===== src/logic/display_loader_pkg.sv =====
// constants and types for the cascaded display loader
package display_loader_pkg;
    localparam int CLK_NS = 5;
    localparam int SCLK_HALF_NS = 100;
    localparam int LEAD_NS = 100;
    localparam int ENH_NS = 500;
    localparam logic [7:0] HALF_C = 8'((SCLK_HALF_NS + CLK_NS - 1) / CLK_NS - 1);
    localparam logic [7:0] LEAD_C = 8'((LEAD_NS + CLK_NS - 1) / CLK_NS - 1);
    localparam logic [7:0] ENH_C = 8'((ENH_NS + CLK_NS - 1) / CLK_NS - 1);
    localparam int MAXB = 20;
    localparam logic [2:0] MINDEV = 3'h2;
    localparam logic [2:0] MAXDEV = 3'h6;
    localparam logic [4:0] SPLIT_FIRST = 5'h06;
    localparam logic [7:0] CTRL_A = 8'h00;
    localparam logic [7:0] STAT_A = 8'h04;
    localparam logic [7:0] BUF_A = 8'h40;
    localparam int START_B = 0;
    localparam int DISP_B = 1;
    localparam int SPLIT_B = 2;
    localparam int NDEV_L = 4;
    localparam int IDX_L = 8;
    localparam int PH_L = 16;
    typedef enum logic [2:0] {
        IDLE = 3'h0,
        LEAD = 3'h1,
        SHIFT = 3'h2,
        PULSE = 3'h3,
        HOLD = 3'h4
    } phase_type;
    typedef struct packed {
        logic sclk;
        logic mosi;
        logic enableN;
    } pins_type;
    typedef struct packed {
        phase_type ph;
        logic [7:0] cnt;
        logic [4:0] idx;
        logic [4:0] last;
        logic [4:0] pad;
        logic [2:0] bitc;
        logic [7:0] sh;
        logic sclk;
        logic mosi;
        logic enN;
        logic busy;
        logic disp;
        logic split;
        logic [2:0] ndev;
        logic ack;
        logic [31:0] rdat;
        logic [MAXB-1:0][7:0] mem;
    } state_type;
endpackage


===== src/logic/display_loader.sv =====
// host controller that loads a chain of cascaded display drivers
//
// The Wishbone slave port and the register offsets were left to the implementer.
`timescale 1ns/100ps
`default_nettype none
module display_loader
    import display_loader_pkg::*;
(
    input wire logic ref_clk,
    input wire logic rst,
    input wire logic wbCyc,
    input wire logic wbStb,
    input wire logic wbWe,
    input wire logic [7:0] wbAdr,
    input wire logic [3:0] wbSel,
    input wire logic [31:0] wbDatW,
    output logic [31:0] wbDatR,
    output logic wbAck,
    output pins_type pins
);
    state_type s_q;
    state_type s_d;
    logic req;
    logic [4:0] bufIdx;
    logic bufHit;
    logic [2:0] nReq;

    // pad bytes from device count
    function automatic logic [4:0] padOf(input logic [2:0] n);
        logic [4:0] t;
        t = 5'(n) * 5'h03;
        if (t[1:0] == 2'h0) begin
            padOf = 5'h02;
        end else if (t[1:0] == 2'h1) begin
            padOf = 5'h01;
        end else begin
            padOf = 5'h00;
        end
    endfunction

    // total stream length
    function automatic logic [4:0] totalOf(input logic [2:0] n, input logic disp);
        logic [4:0] t;
        t = 5'(n) * 5'h03;
        if (t[1:0] == 2'h0) begin
            totalOf = t;
        end else if (t[1:0] == 2'h1) begin
            totalOf = t - 5'h01;
        end else begin
            totalOf = t - 5'h02;
        end
        if (disp) begin
            totalOf = totalOf + 5'h02;
        end
    endfunction

    // byte to send, pad bytes are zero
    function automatic logic [7:0] fetch(input state_type s, input logic [4:0] i);
        fetch = (i < s.pad) ? 8'h00 : s.mem[i];
    endfunction

    assign req = wbCyc && wbStb && !s_q.ack;
    assign bufIdx = 5'((wbAdr - BUF_A) >> 2);
    assign bufHit = (wbAdr >= BUF_A) && (bufIdx < 5'(MAXB)) && (wbAdr[1:0] == 2'h0);
    assign nReq = wbDatW[NDEV_L+:3] < MINDEV ? MINDEV :
                  (wbDatW[NDEV_L+:3] > MAXDEV ? MAXDEV : wbDatW[NDEV_L+:3]);

    always_comb begin
        s_d = s_q;
        s_d.ack = req;
        if (req) begin
            s_d.rdat = 32'h0;
            if (wbAdr == CTRL_A) begin
                s_d.rdat[DISP_B] = s_q.disp;
                s_d.rdat[SPLIT_B] = s_q.split;
                s_d.rdat[NDEV_L+:3] = s_q.ndev;
            end else if (wbAdr == STAT_A) begin
                s_d.rdat[0] = s_q.busy;
                s_d.rdat[IDX_L+:5] = s_q.idx;
                s_d.rdat[PH_L+:3] = s_q.ph;
            end else if (bufHit) begin
                s_d.rdat[7:0] = s_q.mem[bufIdx];
            end
        end
        if (req && wbWe && wbSel[0] && !s_q.busy) begin
            if (bufHit) begin
                s_d.mem[bufIdx] = wbDatW[7:0];
            end else if (wbAdr == CTRL_A) begin
                s_d.disp = wbDatW[DISP_B];
                s_d.split = wbDatW[SPLIT_B];
                s_d.ndev = nReq;
                if (wbDatW[START_B]) begin
                    s_d.pad = padOf(nReq);
                    s_d.last = totalOf(nReq, wbDatW[DISP_B]);
                    s_d.idx = (wbDatW[SPLIT_B] && wbDatW[DISP_B]) ? padOf(nReq) : 5'h00;
                    s_d.busy = 1'b1;
                    s_d.enN = 1'b0;
                    s_d.ph = LEAD;
                    s_d.cnt = LEAD_C;
                end
            end
        end
        case (s_q.ph)
            IDLE: begin
                s_d.sclk = 1'b0;
            end
            LEAD: begin
                if (s_q.cnt == 8'h00) begin
                    s_d.ph = SHIFT;
                    s_d.sh = fetch(s_q, s_q.idx);
                    s_d.mosi = s_d.sh[7];
                    s_d.bitc = 3'h7;
                    s_d.cnt = HALF_C;
                end else begin
                    s_d.cnt = s_q.cnt - 8'h01;
                end
            end
            SHIFT: begin
                if (s_q.cnt != 8'h00) begin
                    s_d.cnt = s_q.cnt - 8'h01;
                end else if (!s_q.sclk) begin
                    s_d.sclk = 1'b1;
                    s_d.cnt = HALF_C;
                end else begin
                    s_d.sclk = 1'b0;
                    s_d.cnt = HALF_C;
                    if (s_q.bitc != 3'h0) begin
                        s_d.bitc = s_q.bitc - 3'h1;
                        s_d.sh = {s_q.sh[6:0], 1'b0};
                        s_d.mosi = s_q.sh[6];
                    end else begin
                        s_d.idx = s_q.idx + 5'h01;
                        if (s_d.idx == s_q.last) begin
                            s_d.ph = HOLD;
                            s_d.enN = 1'b1;
                            s_d.cnt = ENH_C;
                        end else if (s_q.split && s_q.disp && s_q.pad != 5'h00 &&
                                     s_d.idx == s_q.pad + SPLIT_FIRST) begin
                            s_d.ph = PULSE;
                            s_d.enN = 1'b1;
                            s_d.cnt = ENH_C;
                        end else begin
                            s_d.sh = fetch(s_q, s_d.idx);
                            s_d.mosi = s_d.sh[7];
                            s_d.bitc = 3'h7;
                        end
                    end
                end
            end
            PULSE: begin
                if (s_q.cnt == 8'h00) begin
                    s_d.enN = 1'b0;
                    s_d.ph = LEAD;
                    s_d.cnt = LEAD_C;
                end else begin
                    s_d.cnt = s_q.cnt - 8'h01;
                end
            end
            HOLD: begin
                if (s_q.cnt == 8'h00) begin
                    s_d.ph = IDLE;
                    s_d.busy = 1'b0;
                end else begin
                    s_d.cnt = s_q.cnt - 8'h01;
                end
            end
            default: begin
                s_d.ph = IDLE;
                s_d.enN = 1'b1;
                s_d.busy = 1'b0;
            end
        endcase
    end

    always_ff @(posedge ref_clk) begin
        if (rst) begin
            s_q <= '0;
            s_q.enN <= 1'b1;
            s_q.ndev <= MINDEV;
        end else begin
            s_q <= s_d;
        end
    end

    assign wbAck = s_q.ack;
    assign wbDatR = s_q.rdat;
    assign pins = '{
        sclk: s_q.sclk,
        mosi: s_q.mosi,
        enableN: s_q.enN
    };

    idle_high_a: assert property (@(posedge ref_clk) disable iff (rst)
        s_q.ph == IDLE |-> s_q.enN && !s_q.sclk)
        else $error("enable not high while idle");
    clk_in_frame_a: assert property (@(posedge ref_clk) disable iff (rst)
        s_q.sclk |-> !s_q.enN)
        else $error("serial clock outside enable low");
    whole_stream_a: assert property (@(posedge ref_clk) disable iff (rst)
        $rose(s_q.enN) && s_q.ph == HOLD |-> s_q.idx == s_q.last)
        else $error("enable raised before last byte");
    pad_two_a: assert property (@(posedge ref_clk) disable iff (rst)
        s_q.busy && ((5'(s_q.ndev) * 5'h03) & 5'h03) == 5'h00 |-> s_q.pad == 5'h02)
        else $error("wrong pad for 3N multiple of four");
    pad_one_a: assert property (@(posedge ref_clk) disable iff (rst)
        s_q.busy && ((5'(s_q.ndev) * 5'h03) & 5'h03) == 5'h01 |-> s_q.pad == 5'h01)
        else $error("wrong pad for 3N-1 multiple of four");
    pad_none_a: assert property (@(posedge ref_clk) disable iff (rst)
        s_q.busy && ((5'(s_q.ndev) * 5'h03) & 5'h02) != 5'h00 |-> s_q.pad == 5'h00)
        else $error("pad present where none belongs");
    split_after_six_a: assert property (@(posedge ref_clk) disable iff (rst)
        $rose(s_q.enN) && s_q.ph == PULSE |-> s_q.idx == s_q.pad + SPLIT_FIRST)
        else $error("split pulse not after six bytes");
    pulse_width_a: assert property (@(posedge ref_clk) disable iff (rst)
        $rose(s_q.enN) && s_q.ph == PULSE |-> s_q.enN [*8])
        else $error("split pulse too short");
    chain_len_a: assert property (@(posedge ref_clk) disable iff (rst)
        s_q.busy |-> s_q.ndev >= MINDEV && s_q.ndev <= MAXDEV)
        else $error("device count out of range");
    lead_setup_a: assert property (@(posedge ref_clk) disable iff (rst)
        $fell(s_q.enN) |-> !s_q.sclk ##1 !s_q.sclk)
        else $error("clock edge too close to enable fall");
    pad_zero_a: assert property (@(posedge ref_clk) disable iff (rst)
        s_q.ph == SHIFT && s_q.idx < s_q.pad |-> !s_q.mosi)
        else $error("pad byte not zero");
    start_high_a: assert property (@(posedge ref_clk) disable iff (rst)
        $rose(s_q.busy) |-> $past(s_q.enN) && !s_q.enN)
        else $error("transfer started without enable high");
    fall_in_lead_a: assert property (@(posedge ref_clk) disable iff (rst)
        $fell(s_q.enN) |-> s_q.ph == LEAD)
        else $error("enable fell outside lead phase");
    idle_not_busy_a: assert property (@(posedge ref_clk) disable iff (rst)
        s_q.ph == IDLE |-> !s_q.busy)
        else $error("busy while idle");
    low_means_busy_a: assert property (@(posedge ref_clk) disable iff (rst)
        !s_q.enN |-> s_q.busy)
        else $error("enable low while not busy");
    mosi_hold_a: assert property (@(posedge ref_clk) disable iff (rst)
        s_q.sclk |-> $stable(s_q.mosi))
        else $error("data changed while clock high");
    sclk_high_span_a: assert property (@(posedge ref_clk) disable iff (rst)
        $rose(s_q.sclk) |-> s_q.sclk [*8])
        else $error("serial clock high too short");
    sclk_low_span_a: assert property (@(posedge ref_clk) disable iff (rst)
        $fell(s_q.sclk) && !s_q.enN |-> !s_q.sclk [*8])
        else $error("serial clock low too short");
    two_dev_len_a: assert property (@(posedge ref_clk) disable iff (rst)
        s_q.busy && s_q.ndev == 3'h2 |-> s_q.last == (s_q.disp ? 5'h06 : 5'h04))
        else $error("wrong length for two devices");
    hold_quiet_a: assert property (@(posedge ref_clk) disable iff (rst)
        s_q.ph == HOLD |-> s_q.enN && !s_q.sclk)
        else $error("activity during commit hold");
    hold_length_a: assert property (@(posedge ref_clk) disable iff (rst)
        $rose(s_q.enN) && s_q.ph == HOLD |-> s_q.enN [*8])
        else $error("commit high too short");
    three_dev_len_a: assert property (@(posedge ref_clk) disable iff (rst)
        s_q.busy && s_q.ndev == 3'h3 |-> s_q.last == (s_q.disp ? 5'h0a : 5'h08))
        else $error("wrong length for three devices");
    shift_only_low_a: assert property (@(posedge ref_clk) disable iff (rst)
        s_q.ph == SHIFT |-> !s_q.enN)
        else $error("shifting with enable high");
    split_three_a: assert property (@(posedge ref_clk) disable iff (rst)
        $rose(s_q.enN) && s_q.ph == PULSE && s_q.ndev == 3'h3 |-> s_q.idx == 5'h07 && s_q.last == 5'h0a)
        else $error("three device split misplaced");
    split_display_a: assert property (@(posedge ref_clk) disable iff (rst)
        s_q.ph == PULSE |-> s_q.disp && s_q.split && s_q.pad != 5'h00)
        else $error("split pulse outside padded display");
    four_dev_len_a: assert property (@(posedge ref_clk) disable iff (rst)
        s_q.busy && s_q.ndev == 3'h4 |-> s_q.last == (s_q.disp ? 5'h0e : 5'h0c))
        else $error("wrong length for four devices");
    split_four_a: assert property (@(posedge ref_clk) disable iff (rst)
        $rose(s_q.enN) && s_q.ph == PULSE && s_q.ndev == 3'h4 |-> s_q.idx == 5'h08 && s_q.last == 5'h0e)
        else $error("four device split misplaced");
    pulse_relead_a: assert property (@(posedge ref_clk) disable iff (rst)
        s_q.ph == PULSE && s_q.cnt == 8'h00 |=> s_q.ph == LEAD && !s_q.enN)
        else $error("enable not low after split pulse");
    split_skip_pad_a: assert property (@(posedge ref_clk) disable iff (rst)
        s_q.ph == SHIFT && s_q.split && s_q.disp |-> s_q.idx >= s_q.pad)
        else $error("pad byte sent in split stream");
    five_dev_len_a: assert property (@(posedge ref_clk) disable iff (rst)
        s_q.busy && s_q.ndev == 3'h5 |-> s_q.last == (s_q.disp ? 5'h0f : 5'h0d))
        else $error("wrong length for five devices");
    six_dev_len_a: assert property (@(posedge ref_clk) disable iff (rst)
        s_q.busy && s_q.ndev == 3'h6 |-> s_q.last == (s_q.disp ? 5'h12 : 5'h10))
        else $error("wrong length for six devices");
    split_start_a: assert property (@(posedge ref_clk) disable iff (rst)
        $rose(s_q.busy) && s_q.split && s_q.disp |-> s_q.idx == s_q.pad)
        else $error("split stream not starting after pad");
    start_index_a: assert property (@(posedge ref_clk) disable iff (rst)
        $rose(s_q.busy) && !s_q.split |-> s_q.idx == 5'h00)
        else $error("plain stream not starting at byte zero");
    count_fixed_a: assert property (@(posedge ref_clk) disable iff (rst)
        s_q.busy && $past(s_q.busy) |-> $stable(s_q.ndev))
        else $error("device count changed during transfer");
endmodule
`default_nettype wire


===== config.mk =====
export PLATFORM = sky130hd
export DESIGN_NAME = display_loader
export DESIGN_NICKNAME = d
export VERILOG_FILES = /design/src/logic/display_loader_pkg.sv /design/src/logic/display_loader.sv
export SDC_FILE = /design/constraint.sdc
export NUM_CORES = 1
export LEC_CHECK = 0
export BUFFER_PORTS_ARGS = -buffer_cell sky130_fd_sc_hd__buf_2
export CAP_MARGIN = 20
export CORE_ASPECT_RATIO = 1.4
export CORE_MARGIN = 1
export CORE_UTILIZATION = 35
export CTS_CLUSTER_SIZE = 28
export DETAILED_ROUTE_END_ITERATION = 8
export PLACE_DENSITY = 0.57
export SLEW_MARGIN = 20
export SYNTH_ARGS = -nofsm -noshare
export SYNTH_HDL_FRONTEND = slang
export SYNTH_SLANG_ARGS = --single-unit

===== constraint.sdc =====
create_clock -name ref_clk -period 10.84 [get_ports ref_clk]
set_input_delay 2.71 -clock ref_clk [delete_from_list [all_inputs] [get_ports ref_clk]]
set_output_delay 2.71 -clock ref_clk [all_outputs]
set_load 0.005 [all_outputs]

==> results of run 1 <==
-- state kept, by name, summed over array words and instances, names as in the netlist --
| signal | flops |
|---|---|
| s_q | 199 |
| wbDatR | 16 |
| wbAck | 1 |
| pins | 3 |
-- synthesized netlist by cell type, types with 7 or more instances --
master	instances
buf_2	20
inv_1	24
o22ai_1	9
nand2b_1	7
dfxtp_1	219
ha_1	14
a2111oi_0	11
mux2i_1	197
nor2b_1	13
clkbuf_1	67
nor3_1	14
nor2_2	7
mux2_2	10
a22o_1	10
nand3_1	36
buf_4	51
or3_1	8
mux4_2	100
nand2_1	66
a222oi_1	7
and3_1	7
and2_1	9
a21oi_1	59
nor2_1	198
a22oi_1	34
buf_1	7
o21ai_0	26
a211oi_1	26
nor2_4	9
-- worst min-delay path by stage --
stage | end | slack [ns] | cells after the start
finish | pins[1]$_SDFFE_PP0P_ | 0.46 | 2
global route | s_q[205]$_SDFFE_PP0P_ | 0.49 | 2
CTS | pins[1]$_SDFFE_PP0P_ | 0.46 | 2
detailed placement | pins[1]$_SDFFE_PP0P_ | 0.45 | 2
global placement | wbDatR[3]$_SDFFE_PP0N_ | 0.44 | 2
floorplan | wbDatR[3]$_SDFFE_PP0N_ | 0.43 | 2
-- logic make-up after synthesis --
kind of cell    synth area share, %
xor+xnor                      0.884
buf+inv                        6.74
other cells                  0.0279
flops                          32.6
fa+ha+maj                      1.30
simple gates                   14.6
mux                            32.2
compound gates                 11.6
-- worst register-to-register path, stage by stage (launching register included) --
cell       delay [ns]
dfxtp_4          0.95
buf_4            0.93
nand2_1          0.40
o32ai_2          0.68
a21oi_1          0.14
a2111oi_0        0.96
a211oi_1         0.18
a211oi_1         0.25
-- per-stage QoR --
| stage | instance area, µm² | instances | worst slack [ns] |
|---|---|---|---|
| after floorplan | 13500 | 1373 | 5.37 |
| after global placement | 13700 | 1760 | 4.70 |
| after detailed placement | 13700 | 1760 | 4.64 |
| after CTS | 14500 | 1803 | 5.20 |
| after global routing | 14500 | 1805 | 4.98 |
| final | 14500 | 1805 | 5.18 |
-- layout by cell type, fill, tap and decap left out, types with 24 or more instances in the layout --
| master | Yosys | routed |
|---|---|---|
| nand3_1 | 36 | 36 |
| a21oi_1 | 59 | 59 |
| buf_2 | 20 | 40 |
| clkbuf_16 | 0 | 25 |
| dfxtp_1 | 219 | 218 |
| o21ai_0 | 26 | 26 |
| mux4_2 | 100 | 100 |
| nand2_1 | 66 | 66 |
| nor2_1 | 198 | 198 |
| mux2i_1 | 197 | 197 |
| a22oi_1 | 34 | 34 |
| inv_1 | 24 | 24 |
| a211oi_1 | 26 | 26 |
-- area by class of cell --
type                       count  area [µm²]  area share (%)
antenna                        1        2.50          0.0172
multi-input combinational    980        8250            56.8
inverter                      24        90.1           0.620
clock buffer                  34         699            4.82
clock inverter                 9        97.6           0.672
timing repair buffer          65         397            2.73
sequential                   219        4390            30.2
tap                          473         592            4.08
-- per-layer routing --
metal / vias to the layer above / global-route usage (%) / share of wire [%]
li1: 4899 / - / -
met2: 396 / 38.2 / 51
met4: 0 / 11.6 / 5.1
met5: - / 0 / 0
met1: 5294 / 24.7 / 39
met3: 101 / 2.85 / 5.4
-- report_power, final --
group	switching (mW)	internal, mW	leakage, nW	total, mW
combinational	0.0569	0.0185	2.71	0.0754
sequential	0.000172	0.805	1.76	0.805
clock	0.350	0.495	0.395	0.846
total	0.407	1.32	4.87	1.73
==> run summary, run 1 <==
I/O Pins - 85
num rows - 84
Leak - 4.87 nW
CP max-delay cell - buf_2
DRC viols - 0
origin of the critical flop-to-flop path - s_q[223]$_SDFF_PP0_
fill count - 3694
largest cells by area after synthesis - dfxtp_1, mux4_2, mux2i_1
status - completed
clock-pin slew on the worst setup and hold paths - 0.06 ns
root buffer cell - clkbuf_16
Final Max Tran Viols - 0
share of cells above drive strength 1 - 19.2%
Tcrit/Tclk final - 52.2%
Routed wire per std cell - 23.1 µm
clock buffer depth - 3
Via-to-Cell Ratio - 5.92
slew margin rel. - 26.3%
crit path DAT - 6.09 ns
RSZ-0062 raised after global routing - false
Worst Setup SP - wbDatW[6]
Layout Skew - 0.0178 ns
register area share after synthesis - 32.6%
Peak VDD IR - 0.000103 V
Crit path max-delay family - compound AO/OA/AOI/OAI gates
Cell Area, Synth - 13500 µm²
Initial Util - 35.7%
Final Core Density - 38.5%
first-pass GRT wire length - 63800 µm
Final setup viols - 0
EDFF count, synth - 0
CP peak stage delay - 0.43 ns
Worst Min Path Start - pins[1]$_SDFFE_PP0P_
vias post-DR - 10690
RR Endpoint - pins[1]$_SDFFE_PP0P_
H-tree level count - 1
Pwr Total - 1.73 mW
Total Routing Usage GR - 21.3%
Die Height - 234 µm
CP bufs+invs - 3
Tmin final - 5.66 ns
Async SR Flop Fraction - 0%
Setup Crit Path Kind - in -> reg
hold_buf cts - 0
reg-to-reg slack, setup - 6.26 ns
worst skew pair latency - 0.55 ns
total wire length - 41600 µm
Pre-Repair DR Iteration Count - 7
initial antenna violation count - 1
PD cells - 119 nW/µm²
post-synth top area share - 32.6%
vias in the first global route - 10260
grt ovf - 0
Synth area leader - dfxtp_1
worst hold margin - 0.456 ns
postcts setup bufs - 0
Detail Placement HPWL - 28300 µm
reg2reg path depth - 7
Hold Fails Final Rpt - 0
CTS buffer count - 24
Hold WC Path Type - reg -> reg
cells resized by post-CTS repair - 0
total die area - 39200 µm²
Worst-Margin Slew - 1.08 ns
CP Depth - 12
clk sinks - 219
Cells after Synth - 1358
max capacitance violation total - 0
Main synth FF type - dfxtp_1
Final nets - 1377
CP max FO - 24
Critical Path End - s_q[221]$_SDFFE_PP0P_
IO buf count - 41
Die Width - 168 µm
synthesized area per cell - 9.91 µm²
Setup crit start kind - input pin
largest net degree at the start of global routing - 84
register bit total from synthesis - 219
Final Wtd Congestion - 0.927
CP Capture Type - flip-flop
Starting DRT DRC Count - 807
fmax - 177 MHz
Synthesis Warnings - 0
TritonCTS clock tree - built
Routed Antenna Nets - 0
total negative slack - 0 ns
Area Overhead vs Synth - 7.94%
Req. time, crit path - 11.27 ns
core area - 37700 µm²
crit-path cells - buf_2 -> inv_1 -> nor2_1 -> inv_1 -> ha_1 -> ha_1 -> a211oi_1 -> mux2_2 -> a32o_1 -> nor3_1 -> nor4b_1 -> a211o_1
Synth cell types - 71
(Power assumes the default switching activity.)
==> run 2: changes to the inputs <==
--- a/config.mk
+++ b/config.mk
@@ -12,7 +12,7 @@
 export CORE_UTILIZATION = 35
 export CTS_CLUSTER_SIZE = 28
 export DETAILED_ROUTE_END_ITERATION = 8
-export PLACE_DENSITY = 0.57
+export PLACE_DENSITY = 0.59
 export SLEW_MARGIN = 20
 export SYNTH_ARGS = -nofsm -noshare
 export SYNTH_HDL_FRONTEND = slang
==> constraint.sdc (replaced) <==
create_clock -name ref_clk -period 4.92 [get_ports ref_clk]
set_input_delay 1.23 -clock ref_clk [delete_from_list [all_inputs] [get_ports ref_clk]]
set_output_delay 1.23 -clock ref_clk [all_outputs]
set_load 0.005 [all_outputs]
==> run summary, run 2 (synthesis results as in run 1) <==
status - completed
root buffer cell - clkbuf_16
max capacitance violation total - 0
Hold Fails Final Rpt - 0
fmax - 260 MHz
postcts setup bufs - 0
most frequent cells in the layout - dfxtp_1, nor2_1, mux2i_1, mux4_2, nand2_1
CTS buffer count - 24
total die area - 39200 µm²
core area - 37700 µm²
Worst Setup SP - wbDatW[5]
worst hold margin - 0.460 ns
vias post-DR - 10785
initial antenna violation count - 0
Final Core Density - 39.1%
reg-to-reg slack, setup - 1.38 ns
cells resized by post-CTS repair - 0
Pre-Repair DR Iteration Count - 5
share of cells above drive strength 1 - 20.5%
Tmin final - 3.85 ns
clock-pin slew on the worst setup and hold paths - 0.06 ns
Peak VDD IR - 0.000237 V
Post-DP Area - 13800 µm²
Die Width - 168 µm
Critical Path End - s_q[221]$_SDFFE_PP0P_
Leak - 4.99 nW
Layout Skew - 0.0186 ns
Initial Util - 35.7%
CP Capture Type - flip-flop
Setup crit start kind - input pin
num rows - 84
first-pass GRT wire length - 64200 µm
Final setup viols - 0
Routed Antenna Nets - 0
Req. time, crit path - 5.35 ns
Starting DRT DRC Count - 914
TritonCTS clock tree - built
total wire length - 42200 µm
RR Endpoint - s_q[203]$_SDFFE_PP0P_
CP max FO - 24
worst skew pair latency - 0.54 ns
commonest non-fill, non-tap cell in the layout - dfxtp_1
RSZ-0062 raised after global routing - false
Worst-Margin Slew - 0.947 ns
PD cells - 271 nW/µm²
reg2reg path depth - 9
hold_buf cts - 0
Final Wtd Congestion - 0.933
I/O Pins - 85
Hold WC Path Type - reg -> reg
H-tree level count - 1
Tcrit/Tclk final - 78.3%
DRC viols - 0
Setup Crit Path Kind - in -> reg
Die Height - 234 µm
clock buffer depth - 3
Via-to-Cell Ratio - 5.92
slew margin rel. - 36.7%
post-route cell area - 14700 µm²
Routed wire per std cell - 23.2 µm
Final nets - 1395
clk sinks - 219
grt ovf - 0
Total Routing Usage GR - 21.4%
Area Overhead vs Synth - 9.54%
Biggest register - s_q
IO buf count - 41
largest net degree at the start of global routing - 113
total negative slack - 0 ns
number of diodes - 0
fill count - 3661
vias in the first global route - 10315
Final Max Tran Viols - 0
Detail Placement HPWL - 29200 µm
crit path DAT - 4.28 ns
origin of the critical flop-to-flop path - s_q[223]$_SDFF_PP0_
max reg flops - 199
-- run 2: area by class of cell --
type                            instances  area [µm²]  share of cell area [%]
Clock buffer                           34         749                    5.09
Clock inverter                          9         151                    1.03
Inverter                               24        90.1                   0.611
Multi-Input combinational cell        980        8230                    55.8
Sequential cell                       219        4390                    29.8
Tap cell                              473         592                    4.02
Timing Repair Buffer                   83         539                    3.66
-- run 2: power breakdown --
group	switching (mW)	internal, mW
clock	0.786	1.27
sequential	0.000394	1.77
combinational	0.126	0.0452
-- run 2: critical path, cell delays in order --
cell and delay (ns):
buf_2 0.40, xor2_1 0.21, and2_1 0.20, ha_1 0.29
ha_1 0.28, a211oi_1 0.43, mux2_2 0.39, a32o_1 0.26
nor3_1 0.24, nor4b_1 0.08, a211o_1 0.25
-- run 2: how the worst min path moves through the flow --
stage | from | endpoint | slack [ns] | cells past startpoint
floorplan | wbDatR[3]$_SDFFE_PP0N_ | wbDatR[3]$_SDFFE_PP0N_ | 0.43 | 2
global placement | pins[1]$_SDFFE_PP0P_ | pins[1]$_SDFFE_PP0P_ | 0.45 | 2
detailed placement | pins[1]$_SDFFE_PP0P_ | pins[1]$_SDFFE_PP0P_ | 0.45 | 2
CTS | pins[1]$_SDFFE_PP0P_ | pins[1]$_SDFFE_PP0P_ | 0.47 | 2
global route | s_q[205]$_SDFFE_PP0P_ | s_q[205]$_SDFFE_PP0P_ | 0.49 | 2
finish | pins[1]$_SDFFE_PP0P_ | pins[1]$_SDFFE_PP0P_ | 0.46 | 2
-- run 2: per-stage QoR --
step                      std cells  power, mW  setup slack (ns)
after floorplan                1373       1.94             0.926
after global placement         1779       1.98             0.533
after detailed placement       1779       1.98             0.516
after CTS                      1822       4.03              1.09
after global routing           1822       4.12             0.809
final                          1822       4.00              1.07
-- run 2: routing by layer --
layer  wire, µm  GRT usage (%)
met1      16300           25.0
met2      21000           37.7
met3       2420           2.82
met4       2500           12.5
met5          0              0
